<file path="src/rtl/pcm_defines.vh">
// Constants shared by the configuration-header capability block.
`ifndef PCM_DEFINES_VH
`define PCM_DEFINES_VH

// Byte offsets inside the configuration header.
`define PCM_OFF_MIN_GRANT 8'h3e
`define PCM_OFF_CAP_ID 8'h50
`define PCM_OFF_NEXT_PTR 8'h51
`define PCM_OFF_PM_CAP 8'h52

// Reset and fixed values.
`define PCM_RST_MIN_GRANT 8'h00
`define PCM_RST_NEXT_PTR 8'h00
`define PCM_CAP_ID_VAL 8'h01
`define PCM_CAP_VERSION 3'h2

// Field positions inside the power management capability word.
`define PCM_CAP_AUX_BIT 4
`define PCM_CAP_D1_BIT 9
`define PCM_CAP_D2_BIT 10
`define PCM_CAP_WAKE_LSB 11
`define PCM_CAP_WAKE_MSB 15

// Field positions inside the EEPROM configuration word.
`define PCM_EE_GRANT_MSB 15
`define PCM_EE_GRANT_LSB 12
`define PCM_EE_D1_BIT 6
`define PCM_EE_D2_BIT 7
`define PCM_EE_WAKE_D1_BIT 4
`define PCM_EE_WAKE_D2_BIT 5
`define PCM_EE_WAKE_D3C_BIT 3

// Timing: grant unit in nanoseconds and the core clock period.
`define PCM_GRANT_UNIT_NS 32'd250
`define PCM_CLK_PERIOD_NS 32'd20

`endif

</file>
<file path="src/rtl/pcm_sync.v">
// Two-stage synchroniser for a level arriving from a pin.
`timescale 1ns/1ps
`default_nettype none
module pcm_sync
(
    input wire core_clk,
    input wire rst,
    input wire async_in,
    output reg sync_q
);
    // First stage; only the second stage reads it.
    reg meta_q;

    // Both stages clear on reset and then follow the pin.
    always @(posedge core_clk)
    begin
        if (rst)
        begin
            meta_q <= 1'b0;
            sync_q <= 1'b0;
        end
        else
        begin
            meta_q <= async_in;
            sync_q <= meta_q;
        end
    end
endmodule // pcm_sync
`default_nettype wire

</file>
<file path="src/rtl/pcm_load_reg.v">
// Field register that takes its value when the EEPROM word arrives.
`timescale 1ns/1ps
`default_nettype none
module pcm_load_reg
#(
    parameter WIDTH = 1,
    parameter [WIDTH-1:0] RESET_VAL = {WIDTH{1'b0}}
)
(
    input wire core_clk,
    input wire rst,
    input wire load,
    input wire [WIDTH-1:0] load_val,
    output reg [WIDTH-1:0] field_q
);
    // The field holds its reset value until a load, then keeps the load.
    always @(posedge core_clk)
    begin
        if (rst)
        begin
            field_q <= RESET_VAL;
        end
        else if (load)
        begin
            field_q <= load_val;
        end
    end
endmodule // pcm_load_reg
`default_nettype wire

</file>
<file path="src/rtl/pcm_cap_regs.v">
// Minimum grant, next capability pointer and power management capability.
//
// What this block does
// - Read-only minimum grant byte, 250 ns units.
// - Grant bits 7:4 loaded from EEPROM word.
// - Read-only next pointer; zero ends list.
// - Capability version field always reads 2.
// - Bit 4 reports auxiliary power from bus.
// - Bit 9, light sleep support, EEPROM loaded.
// - Bit 10, deep sleep support, EEPROM loaded.
// - Bits 15:11 mark wake-capable power states.
// - Bit 11 fixed zero, bit 14 fixed one.
// - Bits 12,13,15 from EEPROM bits 4,5,3.
`timescale 1ns/1ps
`default_nettype none
`include "pcm_defines.vh"
module pcm_cap_regs
#(
    // Width of the configuration data path in bits.
    parameter DATA_W = 32
)
(
    input wire core_clk,
    input wire rst,
    // Configuration access: one-cycle request, byte address, lanes.
    input wire cfg_req,
    input wire cfg_we,
    input wire [7:0] cfg_addr,
    input wire [3:0] cfg_be,
    input wire [31:0] cfg_wdata,
    output reg [31:0] cfg_rdata_q,
    output reg cfg_ack_q,
    output reg cfg_hit_q,
    output reg cfg_wr_ignored_q,
    // EEPROM auto-load: one-cycle strobe with the configuration word.
    input wire ee_cfg_valid,
    input wire [15:0] eeprom_configuration_word,
    // Board strap: high when wake power is drawn from the bus.
    input wire aux_power_strap,
    // Live views of the held values for the rest of the device.
    output reg [7:0] minimum_grant_time_q,
    output reg [15:0] power_management_capability_q,
    output reg [15:0] min_grant_cycles_q,
    output reg autoinit_done_q
);

    // Full byte offsets at address width, so the slices below are exact.
    localparam [7:0] OFF_GRANT = `PCM_OFF_MIN_GRANT;
    localparam [7:0] OFF_PM = `PCM_OFF_CAP_ID;
    localparam [7:0] OFF_NEXT = `PCM_OFF_NEXT_PTR;
    localparam [7:0] OFF_CAP = `PCM_OFF_PM_CAP;

    // Dword index of each register group in configuration space.
    localparam [5:0] DW_GRANT = OFF_GRANT[7:2];
    localparam [5:0] DW_PM = OFF_PM[7:2];

    // Byte lane of each register inside its dword.
    localparam [1:0] LANE_GRANT = OFF_GRANT[1:0];
    localparam [1:0] LANE_NEXT = OFF_NEXT[1:0];
    localparam [1:0] LANE_CAP = OFF_CAP[1:0];

    // Synchronised strap level.
    wire aux_power_sync;
    // Loaded upper nibble of the grant byte.
    wire [3:0] grant_hi;
    // Loaded light and deep sleep support bits, deep sleep on top.
    wire [1:0] sleep_support;
    // Loaded wake bits for D3cold, D2 and D1, D3cold on top.
    wire [2:0] wake_loaded;

    // Assembled register values seen by a read.
    // Grant byte: loaded nibble over a zero nibble.
    wire [7:0] min_grant_w;
    // Next capability pointer, fixed at the end of the list.
    wire [7:0] next_ptr_w;
    // Power management capability word.
    wire [15:0] pm_cap_w;

    // Read data and decode results of the current request.
    // Decoded dword before lane masking.
    reg [31:0] rd_word;
    // High when the address falls in one of our two dwords.
    reg rd_hit;
    // All ones in each lane whose byte enable is set.
    reg [31:0] lane_mask;
    // Lane loop index.
    integer i;

    // Burst time in nanoseconds.
    wire [31:0] grant_ns;
    // Burst time in whole core clock cycles, rounded up.
    wire [31:0] grant_cyc;

    // The strap comes from a pin, so it is synchronised first.
    // A board level may change at any time; without two stages a change
    // near the clock edge could leave the capability bit undecided.
    pcm_sync u_aux_sync
    (
        .core_clk (core_clk),
        .rst (rst),
        .async_in (aux_power_strap),
        .sync_q (aux_power_sync)
    );

    // Every field register shares the one load strobe, so a load updates
    // all fields at one edge and a read never sees old and new mixed.
    // Upper grant nibble follows the EEPROM word; lower nibble stays 0.
    pcm_load_reg
    #(
        .WIDTH (4),
        .RESET_VAL (4'h0)
    )
    u_grant_hi
    (
        .core_clk (core_clk),
        .rst (rst),
        .load (ee_cfg_valid),
        .load_val (eeprom_configuration_word[`PCM_EE_GRANT_MSB:`PCM_EE_GRANT_LSB]),
        .field_q (grant_hi)
    );

    // Sleep state support bits are captured from the same word.
    pcm_load_reg
    #(
        .WIDTH (2),
        .RESET_VAL (2'h0)
    )
    u_sleep
    (
        .core_clk (core_clk),
        .rst (rst),
        .load (ee_cfg_valid),
        .load_val ({eeprom_configuration_word[`PCM_EE_D2_BIT],
                    eeprom_configuration_word[`PCM_EE_D1_BIT]}),
        .field_q (sleep_support)
    );

    // Wake bits for D3cold, D2 and D1 come from word bits 3, 5 and 4.
    pcm_load_reg
    #(
        .WIDTH (3),
        .RESET_VAL (3'h0)
    )
    u_wake
    (
        .core_clk (core_clk),
        .rst (rst),
        .load (ee_cfg_valid),
        .load_val ({eeprom_configuration_word[`PCM_EE_WAKE_D3C_BIT],
                    eeprom_configuration_word[`PCM_EE_WAKE_D2_BIT],
                    eeprom_configuration_word[`PCM_EE_WAKE_D1_BIT]}),
        .field_q (wake_loaded)
    );

    // Grant byte counts 250 ns units; low nibble has no load source.
    // The loaded value therefore moves in steps of sixteen units.
    assign min_grant_w = {grant_hi, 4'h0};

    // The capability list ends here, so the pointer is always zero.
    assign next_ptr_w = `PCM_RST_NEXT_PTR;

    // Capability word, from bit 15 down to bit 0.
    // D3hot is always wake capable and D0 never is.
    // Bits 8 down to 5 and bit 3 are reserved and read as zero.
    assign pm_cap_w = {
        wake_loaded[2],
        1'b1,
        wake_loaded[1],
        wake_loaded[0],
        1'b0,
        sleep_support[1],
        sleep_support[0],
        4'h0,
        aux_power_sync,
        1'b0,
        `PCM_CAP_VERSION
    };

    // Least burst time rounded up to whole core clock cycles.
    // Rounding up keeps a master from planning a burst that is too short.
    assign grant_ns = {24'h00_0000, min_grant_w} * `PCM_GRANT_UNIT_NS;
    assign grant_cyc = (grant_ns + `PCM_CLK_PERIOD_NS - 32'd1) / `PCM_CLK_PERIOD_NS;

    // Byte-enable mask: lanes that were not asked for read as zero.
    always @*
    begin
        lane_mask = 32'h0000_0000;
        // One lane of eight bits for each byte enable.
        for (i = 0; i < DATA_W / 8; i = i + 1)
        begin
            lane_mask[i*8 +: 8] = {8{cfg_be[i]}};
        end
    end

    // Address decode for the two dwords that this block answers.
    // Bytes of those dwords held elsewhere in the header read as zero
    // here and are merged by the header multiplexer.
    always @*
    begin
        // Defaults keep the process free of stored state.
        rd_word = 32'h0000_0000;
        rd_hit = 1'b0;
        if (cfg_addr[7:2] == DW_GRANT)
        begin
            // Grant byte sits in its own lane of the dword.
            rd_hit = 1'b1;
            rd_word[LANE_GRANT*8 +: 8] = min_grant_w;
        end
        else if (cfg_addr[7:2] == DW_PM)
        begin
            // Capability identifier, next pointer and capability word.
            rd_hit = 1'b1;
            rd_word[7:0] = `PCM_CAP_ID_VAL;
            rd_word[LANE_NEXT*8 +: 8] = next_ptr_w;
            rd_word[LANE_CAP*8 +: 16] = pm_cap_w;
        end
        else
        begin
            // Any other address is not ours: no hit, data zero.
            rd_hit = 1'b0;
            rd_word = 32'h0000_0000;
        end
    end

    // Answer every request one cycle later.
    // Writes are acknowledged but never change any stored value.
    // A write to one of our dwords raises the ignored flag, so the host
    // side can tell a refused write from an access that missed.
    always @(posedge core_clk)
    begin
        if (rst)
        begin
            // Reset: all answer outputs low.
            cfg_rdata_q <= 32'h0000_0000;
            cfg_ack_q <= 1'b0;
            cfg_hit_q <= 1'b0;
            cfg_wr_ignored_q <= 1'b0;
        end
        else if (cfg_req)
        begin
            // Acknowledge and report whether the address was ours.
            cfg_ack_q <= 1'b1;
            cfg_hit_q <= rd_hit;
            if (cfg_we)
            begin
                // Write data is dropped; the read data path stays clear.
                cfg_rdata_q <= 32'h0000_0000;
                cfg_wr_ignored_q <= rd_hit;
            end
            else
            begin
                // Read returns only the enabled lanes.
                cfg_rdata_q <= rd_word & lane_mask;
                cfg_wr_ignored_q <= 1'b0;
            end
        end
        else
        begin
            // No request: answer strobes drop, data returns to zero.
            cfg_rdata_q <= 32'h0000_0000;
            cfg_ack_q <= 1'b0;
            cfg_hit_q <= 1'b0;
            cfg_wr_ignored_q <= 1'b0;
        end
    end

    // Live copies of the register values for the bus master and
    // power logic, plus the burst time converted to clock cycles.
    always @(posedge core_clk)
    begin
        if (rst)
        begin
            // Reset: the copies start from zero until the first edge after.
            minimum_grant_time_q <= `PCM_RST_MIN_GRANT;
            power_management_capability_q <= 16'h0000;
            min_grant_cycles_q <= 16'h0000;
        end
        else
        begin
            minimum_grant_time_q <= min_grant_w;
            power_management_capability_q <= pm_cap_w;
            min_grant_cycles_q <= grant_cyc[15:0];
        end
    end

    // Auto-initialisation done flag: set by the first EEPROM load and
    // held until reset, so software can tell loaded from default values.
    always @(posedge core_clk)
    begin
        if (rst)
        begin
            // Reset: nothing has been loaded yet.
            autoinit_done_q <= 1'b0;
        end
        else if (ee_cfg_valid)
        begin
            autoinit_done_q <= 1'b1;
        end
    end

    // The write data bus is deliberately unused: every register here
    // is read only. Its bits are folded away to keep the port honest.
    wire unused_wdata;
    assign unused_wdata = ^cfg_wdata;

endmodule // pcm_cap_regs
`default_nettype wire

</file>
<file path="config.mk">
export PLATFORM = sky130hd
export DESIGN_NAME = pcm_cap_regs
export DESIGN_NICKNAME = d
export VERILOG_FILES = /design/src/rtl/pcm_sync.v /design/src/rtl/pcm_load_reg.v /design/src/rtl/pcm_cap_regs.v
export VERILOG_INCLUDE_DIRS = /design/src /design/src/rtl
export SDC_FILE = /design/constraint.sdc
export NUM_CORES = 1
export LEC_CHECK = 0
export ABC_AREA = 1
export BUFFER_PORTS_ARGS = -buffer_cell sky130_fd_sc_hd__buf_2
export CORE_UTILIZATION = 59
export DETAILED_ROUTE_END_ITERATION = 8
export PLACE_DENSITY = 0.87
export SLEW_MARGIN = 30
export SYNTH_ARGS = -nofsm -noshare
export SYNTH_HDL_FRONTEND = slang
export SYNTH_SLANG_ARGS = --single-unit
</file>
<file path="constraint.sdc">
create_clock -name core_clk -period 22.4 [get_ports core_clk]
set_input_delay 4.48 -clock core_clk [delete_from_list [all_inputs] [get_ports core_clk]]
set_output_delay 4.48 -clock core_clk [all_outputs]
set_load 0.1 [all_outputs]
</file>
==> results of run 1 <==
## flip-flops by register name (all words and copies together) (netlist names)
| signal | cells |
|---|---|
| cfg_rdata_q | 12 |
| min_grant_cycles_q | 12 |
| power_management_capability_q | 7 |
| minimum_grant_time_q | 4 |
| u_grant_hi.field_q | 4 |
| u_wake.field_q | 3 |
| u_sleep.field_q | 2 |
| autoinit_done_q | 1 |
| cfg_ack_q | 1 |
| cfg_hit_q | 1 |
| cfg_wr_ignored_q | 1 |
| u_aux_sync.meta_q | 1 |
| u_aux_sync.sync_q | 1 |
## cells by family after synthesis
group | synth area share, %
simple gates | 49.1
buf+inv | 16.5
compound gates | 6.98
flops | 17.7
fa+ha+maj | 6.89
xor+xnor | 2.78
other cells | 0.0662
## per-layer routing
layer,routed length [microns],vias to the layer above
met2,6000,150
met5,0,-
li1,-,2953
met4,214,0
met1,5580,2508
met3,597,21
## worst max-delay path: cells and delay by family (launching register included)
family | cells | cell delay, ps
buf+inv | 12 | 1300
simple gates | 51 | 6850
flops | 1 | 760
compound gates | 1 | 110
fa+ha+maj | 6 | 1990
## layout make-up
cell class / instances / area [sq um] / area share, %
clock buffer: 6 / 82.6 / 1.37
clock inverter: 2 / 38.8 / 0.645
inverter: 148 / 556 / 9.24
multi-input combinational: 708 / 3860 / 64.2
sequential: 50 / 1000 / 16.6
tap: 129 / 161 / 2.68
timing repair buffer: 63 / 315 / 5.24
## layout by cell type, fill, tap and decap left out, drive strengths merged, types with 4 or more instances in the layout
master	instances
nor2	108
inv	143
nand3	106
nand2	287
nand3b	9
clkinv	6
dfxtp	50
nor3	9
a21oi	26
o211ai	5
nand4	35
conb	36
o21bai	4
xor2	14
clkbuf	6
buf	63
xnor2	4
o21ai	28
ha	20
fa	7
## cells in the mapped netlist (7+ instances only)
cell        n
a21oi_1    25
buf_4      37
dfxtp_1    50
fa_1        7
ha_1       20
inv_1     119
inv_2      23
nand2_1   262
nand2_2    16
nand2_4     9
nand3_1    83
nand3_2    17
nand3b_1    9
nand4_1    33
nor2_1     89
nor2_2      9
nor2_4      9
nor3_1      9
o21ai_0    18
o21ai_1     8
xor2_1     14
## through the flow
stage	worst slack [ps]	hold slack, ps	util (%)	instances	cell area [sq um]
final	11240	419	64.8	1106	6010
after global routing	9980	445	64.8	1106	6010
after CTS	11280	420	64.8	1106	6010
after detailed placement	11340	407	63.5	1098	5890
after global placement	11570	390	63.5	1098	5890
after floorplan	13390	388	-	959	5790
## worst max-delay path by stage
stage | startpoint | endpoint | slack (ps) | depth (start not counted)
floorplan | u_grant_hi.field_q[0] | min_grant_cycles_q[0] | 13390 | 73
global placement | u_grant_hi.field_q[1] | min_grant_cycles_q[0] | 11570 | 69
detailed placement | u_grant_hi.field_q[1] | min_grant_cycles_q[0] | 11340 | 69
CTS | u_grant_hi.field_q[0] | min_grant_cycles_q[0] | 11280 | 68
global route | u_grant_hi.field_q[0] | min_grant_cycles_q[0] | 9980 | 69
finish | u_grant_hi.field_q[0] | min_grant_cycles_q[0] | 11240 | 70
==> impl_metrics.env, run 1 <==
export IMPL_status="finished, final reports clean"
export IMPL_postSynthCellCount=924
export IMPL_yosysTopAreaCell="dfxtp_1"
export IMPL_vias=5632
export IMPL_path_max_fanout=22
export IMPL_clock_latency_ps=330
export IMPL_use_met1_pct=33.0
export IMPL_area_growth_pct=6.19
export IMPL_ctsResizeCount=0
export IMPL_r2r_start="u_grant_hi.field_q[0]"
export IMPL_critPathRequiredTime_ps=22610
export IMPL_whs_endpoint="u_aux_sync.sync_q"
export IMPL_finalHoldViolCount=0
export IMPL_critPathLaunchType="flop"
export IMPL_final_layout_size_suffix_gt1_share_pct=17.3
export IMPL_port_buffers=63
export IMPL_nets=1069
export IMPL_cts_setup_buffers=0
export IMPL_clockRootBuffer="clkbuf_8"
export IMPL_fin_worst_skew_ps=21.7
export IMPL_detail_route_first_pass_iterations=6
export IMPL_r2r_cells=70
export IMPL_whs_path_depth=2
export IMPL_timing_rr_end="min_grant_cycles_q[0]"
export IMPL_critPathSlowestCell="dfxtp_1"
export IMPL_slew_headroom_pct=54.8
export IMPL_setup_viol=0
export IMPL_htree_levels=2
export IMPL_viasPerCell=5.09
export IMPL_tightest_slew_ps=678
export IMPL_period_share_pct=49.8
export IMPL_track_usage_pct=25.7
export IMPL_synth_enable_flop_cells=0
export IMPL_yosys_warnings=0
export IMPL_post_drt_wl_per_cell_microns=11.2
export IMPL_timing_critical_path_mode_cell="nand2_1"
export IMPL_place_congestion=0.878
export IMPL_synth_seq_area_share_pct=17.7
export IMPL_clk_pin_slew_ps=120
export IMPL_synth_cell_types=45
export IMPL_max_stage_delay_ps=760
export IMPL_synth_top_area_share_pct=17.7
export IMPL_rsz0062_at_grt="false"
export IMPL_synth_area_sq_um=5660
export IMPL_globalRouteOverflowTotal=0
export IMPL_fmax_ghz=0.0896
export IMPL_clk_path_buf_depth=2
export IMPL_cts_hold_buf=0
export IMPL_synth_avg_cell_area_sq_um=6.13
export IMPL_drt_wl_total_mm=12.4
export IMPL_clkSinkCount=50
export IMPL_grt_pass1_wl_mm=21.3
export IMPL_cts_buffers=5
export IMPL_cts_tree="done"
export IMPL_met2_usage_pct=44.9
export IMPL_initial_utilization_pct=61.0
export IMPL_first_global_vias=4938
export IMPL_ys_ff_latch=50
export IMPL_die_x_microns=100
export IMPL_worst_setup_path_end_kind="flop"
export IMPL_synthArstFlopShare_pct=0
export IMPL_path_class="flop to flop"
export IMPL_antenna_found_initial=0
export IMPL_drt_iter0_markers=344
export IMPL_chipHeight_microns=100
export IMPL_finalSetupTns_ps=0
export IMPL_ys_flop_type="dfxtp_1"
export IMPL_synthTopCellsByArea="dfxtp_1, nand2_1, inv_1"
export IMPL_busiest_layer="met2"
export IMPL_n_antenna_cell=0
export IMPL_post_dp_hpwl_mm=9.68
export IMPL_finalMaxSlewViolations=0
export IMPL_grt_max_degree=23
export IMPL_final_fill_count=851
export IMPL_drv_cap=0
export IMPL_ant_nets=0
export IMPL_hold_start="u_aux_sync.meta_q"
export IMPL_ioPinCount=142
export IMPL_hp_class="flop to flop"
export IMPL_core_area_sq_um=9280
export IMPL_met3_usage_pct=3.27
export IMPL_period_needed_ps=11160
export IMPL_drc=0
export IMPL_ff2ff_setup_slack_ps=11240
export IMPL_num_rows=35
export IMPL_dieArea_sq_um=9990
export IMPL_arrival_ps=11370
Power of run 1 is left out: the tool's default activity adds up to more than one toggle a clock period on the data nets, which glitch-free logic cannot reach.
==> run 2: changes to the inputs <==
CORE_UTILIZATION = 55   (was 59)
PLACE_DENSITY = 0.82   (was 0.87)
clock period = 11.5 ns   (was 22.4 ns; I/O delays follow)
==> impl_metrics.env, run 2 (same netlist as run 1, synthesis figures left out) <==
export IMPL_num_rows=36
export IMPL_worst_setup_path_end_kind="flop"
export IMPL_critPathSlowestCell="fa_1"
export IMPL_finalHoldViolCount=0
export IMPL_clock_latency_ps=330
export IMPL_rsz0062_at_grt="false"
export IMPL_clk_pin_slew_ps=120
export IMPL_critPathRequiredTime_ps=11720
export IMPL_max_stage_delay_ps=630
export IMPL_first_global_vias=4738
export IMPL_cts_buffers=5
export IMPL_track_usage_pct=23.6
export IMPL_globalRouteOverflowTotal=0
export IMPL_ant_nets=0
export IMPL_slew_headroom_pct=51.2
export IMPL_drt_iter0_markers=217
export IMPL_place_congestion=0.884
export IMPL_antenna_found_initial=0
export IMPL_viasPerCell=4.93
export IMPL_initial_utilization_pct=57.4
export IMPL_clockRootBuffer="clkbuf_8"
export IMPL_detail_route_first_pass_iterations=5
export IMPL_layout_common_cells="nand2_1, inv_1, nor2_1, nand3_1, buf_2"
export IMPL_period_share_pct=90.1
export IMPL_n_antenna_cell=0
export IMPL_drc=0
export IMPL_finalMaxSlewViolations=0
export IMPL_port_buffers=63
export IMPL_hp_class="flop to flop"
export IMPL_htree_levels=2
export IMPL_place_inst=1104
export IMPL_chipHeight_microns=103
export IMPL_drv_cap=0
export IMPL_drt_wl_total_mm=12.2
export IMPL_post_drt_wl_per_cell_microns=11.0
export IMPL_clkSinkCount=50
export IMPL_timing_critical_path_mode_cell="nand2_1"
export IMPL_critPathLaunchType="flop"
export IMPL_post_dp_hpwl_mm=9.74
export IMPL_final_common_cell="nand2_1"
export IMPL_arrival_ps=10580
export IMPL_setup_viol=0
export IMPL_path_max_fanout=18
export IMPL_core_area_sq_um=9860
export IMPL_final_layout_size_suffix_gt1_share_pct=17.8
export IMPL_fin_cells=1112
export IMPL_fin_worst_skew_ps=16.5
export IMPL_path_class="flop to flop"
export IMPL_finalSetupTns_ps=0
export IMPL_dieArea_sq_um=10700
export IMPL_period_needed_ps=10360
export IMPL_cts_setup_buffers=0
export IMPL_tightest_slew_ps=732
export IMPL_nets=1071
export IMPL_area_growth_pct=6.78
export IMPL_cts_tree="done"
export IMPL_grt_pass1_wl_mm=20.3
export IMPL_die_x_microns=103
export IMPL_ioPinCount=142
export IMPL_vias=5481
export IMPL_grt_max_degree=22
export IMPL_fmax_ghz=0.0966
export IMPL_status="finished, final reports clean"
export IMPL_reg_largest_list="cfg_rdata_q: 12 flops, min_grant_cycles_q: 12 flops, power_management_capability_q: 7 flops"
export IMPL_clk_path_buf_depth=2
-- run 2: changes by cell type in the layout (fill, tap and decap cells not counted), sizes merged --
cell and delta:
clkbuf -1, buf +2, clkinvlp +1
-- run 2: what timing repair did --
action	CTS	global route
endpoints found under the setup margin	0	1
hold buffers	0	0
gates resized for setup	0	4
hold endpoints to repair	0	0
-- run 2: worst paths after layout --
check | slack [ps] | endpoint | depth (start not counted) | start
min | 410 | u_aux_sync.sync_q | 2 | u_aux_sync.meta_q
max reg2reg | 1140 | min_grant_cycles_q[0] | 71 | u_grant_hi.field_q[1]
min reg2reg | 410 | u_aux_sync.sync_q | 2 | u_aux_sync.meta_q
max | 1140 | min_grant_cycles_q[0] | 71 | u_grant_hi.field_q[1]
-- run 2: final cells by class --
class | instances | area (sq um)
multi-input combinational | 708 | 3870
fill | 956 | 3820
sequential | 50 | 1000
inverter | 148 | 556
timing repair buffer | 65 | 330
tap | 133 | 166
clock buffer | 5 | 68.8
clock inverter | 3 | 48.8
-- run 2: layer usage --
layer  vias to the layer above  global-route usage (%)  part of all wire [%]
met3                        10                    3.97                   3.5
met4                         0                    5.42                   1.1
met2                       101                    40.9                    48
met1                      2412                    30.6                    48
met5                         -                       0                     0
li1                       2958                       -                     -
-- run 2: critical path, delay by kind of cell (launching register included) --
family	cells	cell delay, ps
AOI/OAI and AO/OA	1	100
buffers and inverters	11	870
adders and majority gates	7	2460
DFF	1	440
and+or+nand+nor	52	6360
-- run 2: stage by stage --
step           cell area, sq um  utilization (%)  hold WS (ps)  setup WS [ps]
3_5_place_dp               5910             59.9           395            824
2_1_floorplan              5790                -           388           2490
5_1_grt                    6050             61.3           437           54.3
3_3_place_gp               5910             59.9           395            928
6_report                   6050             61.3           415           1140
4_1_cts                    6030             61.1           417            787
Power of run 2 is left out for the same reason.
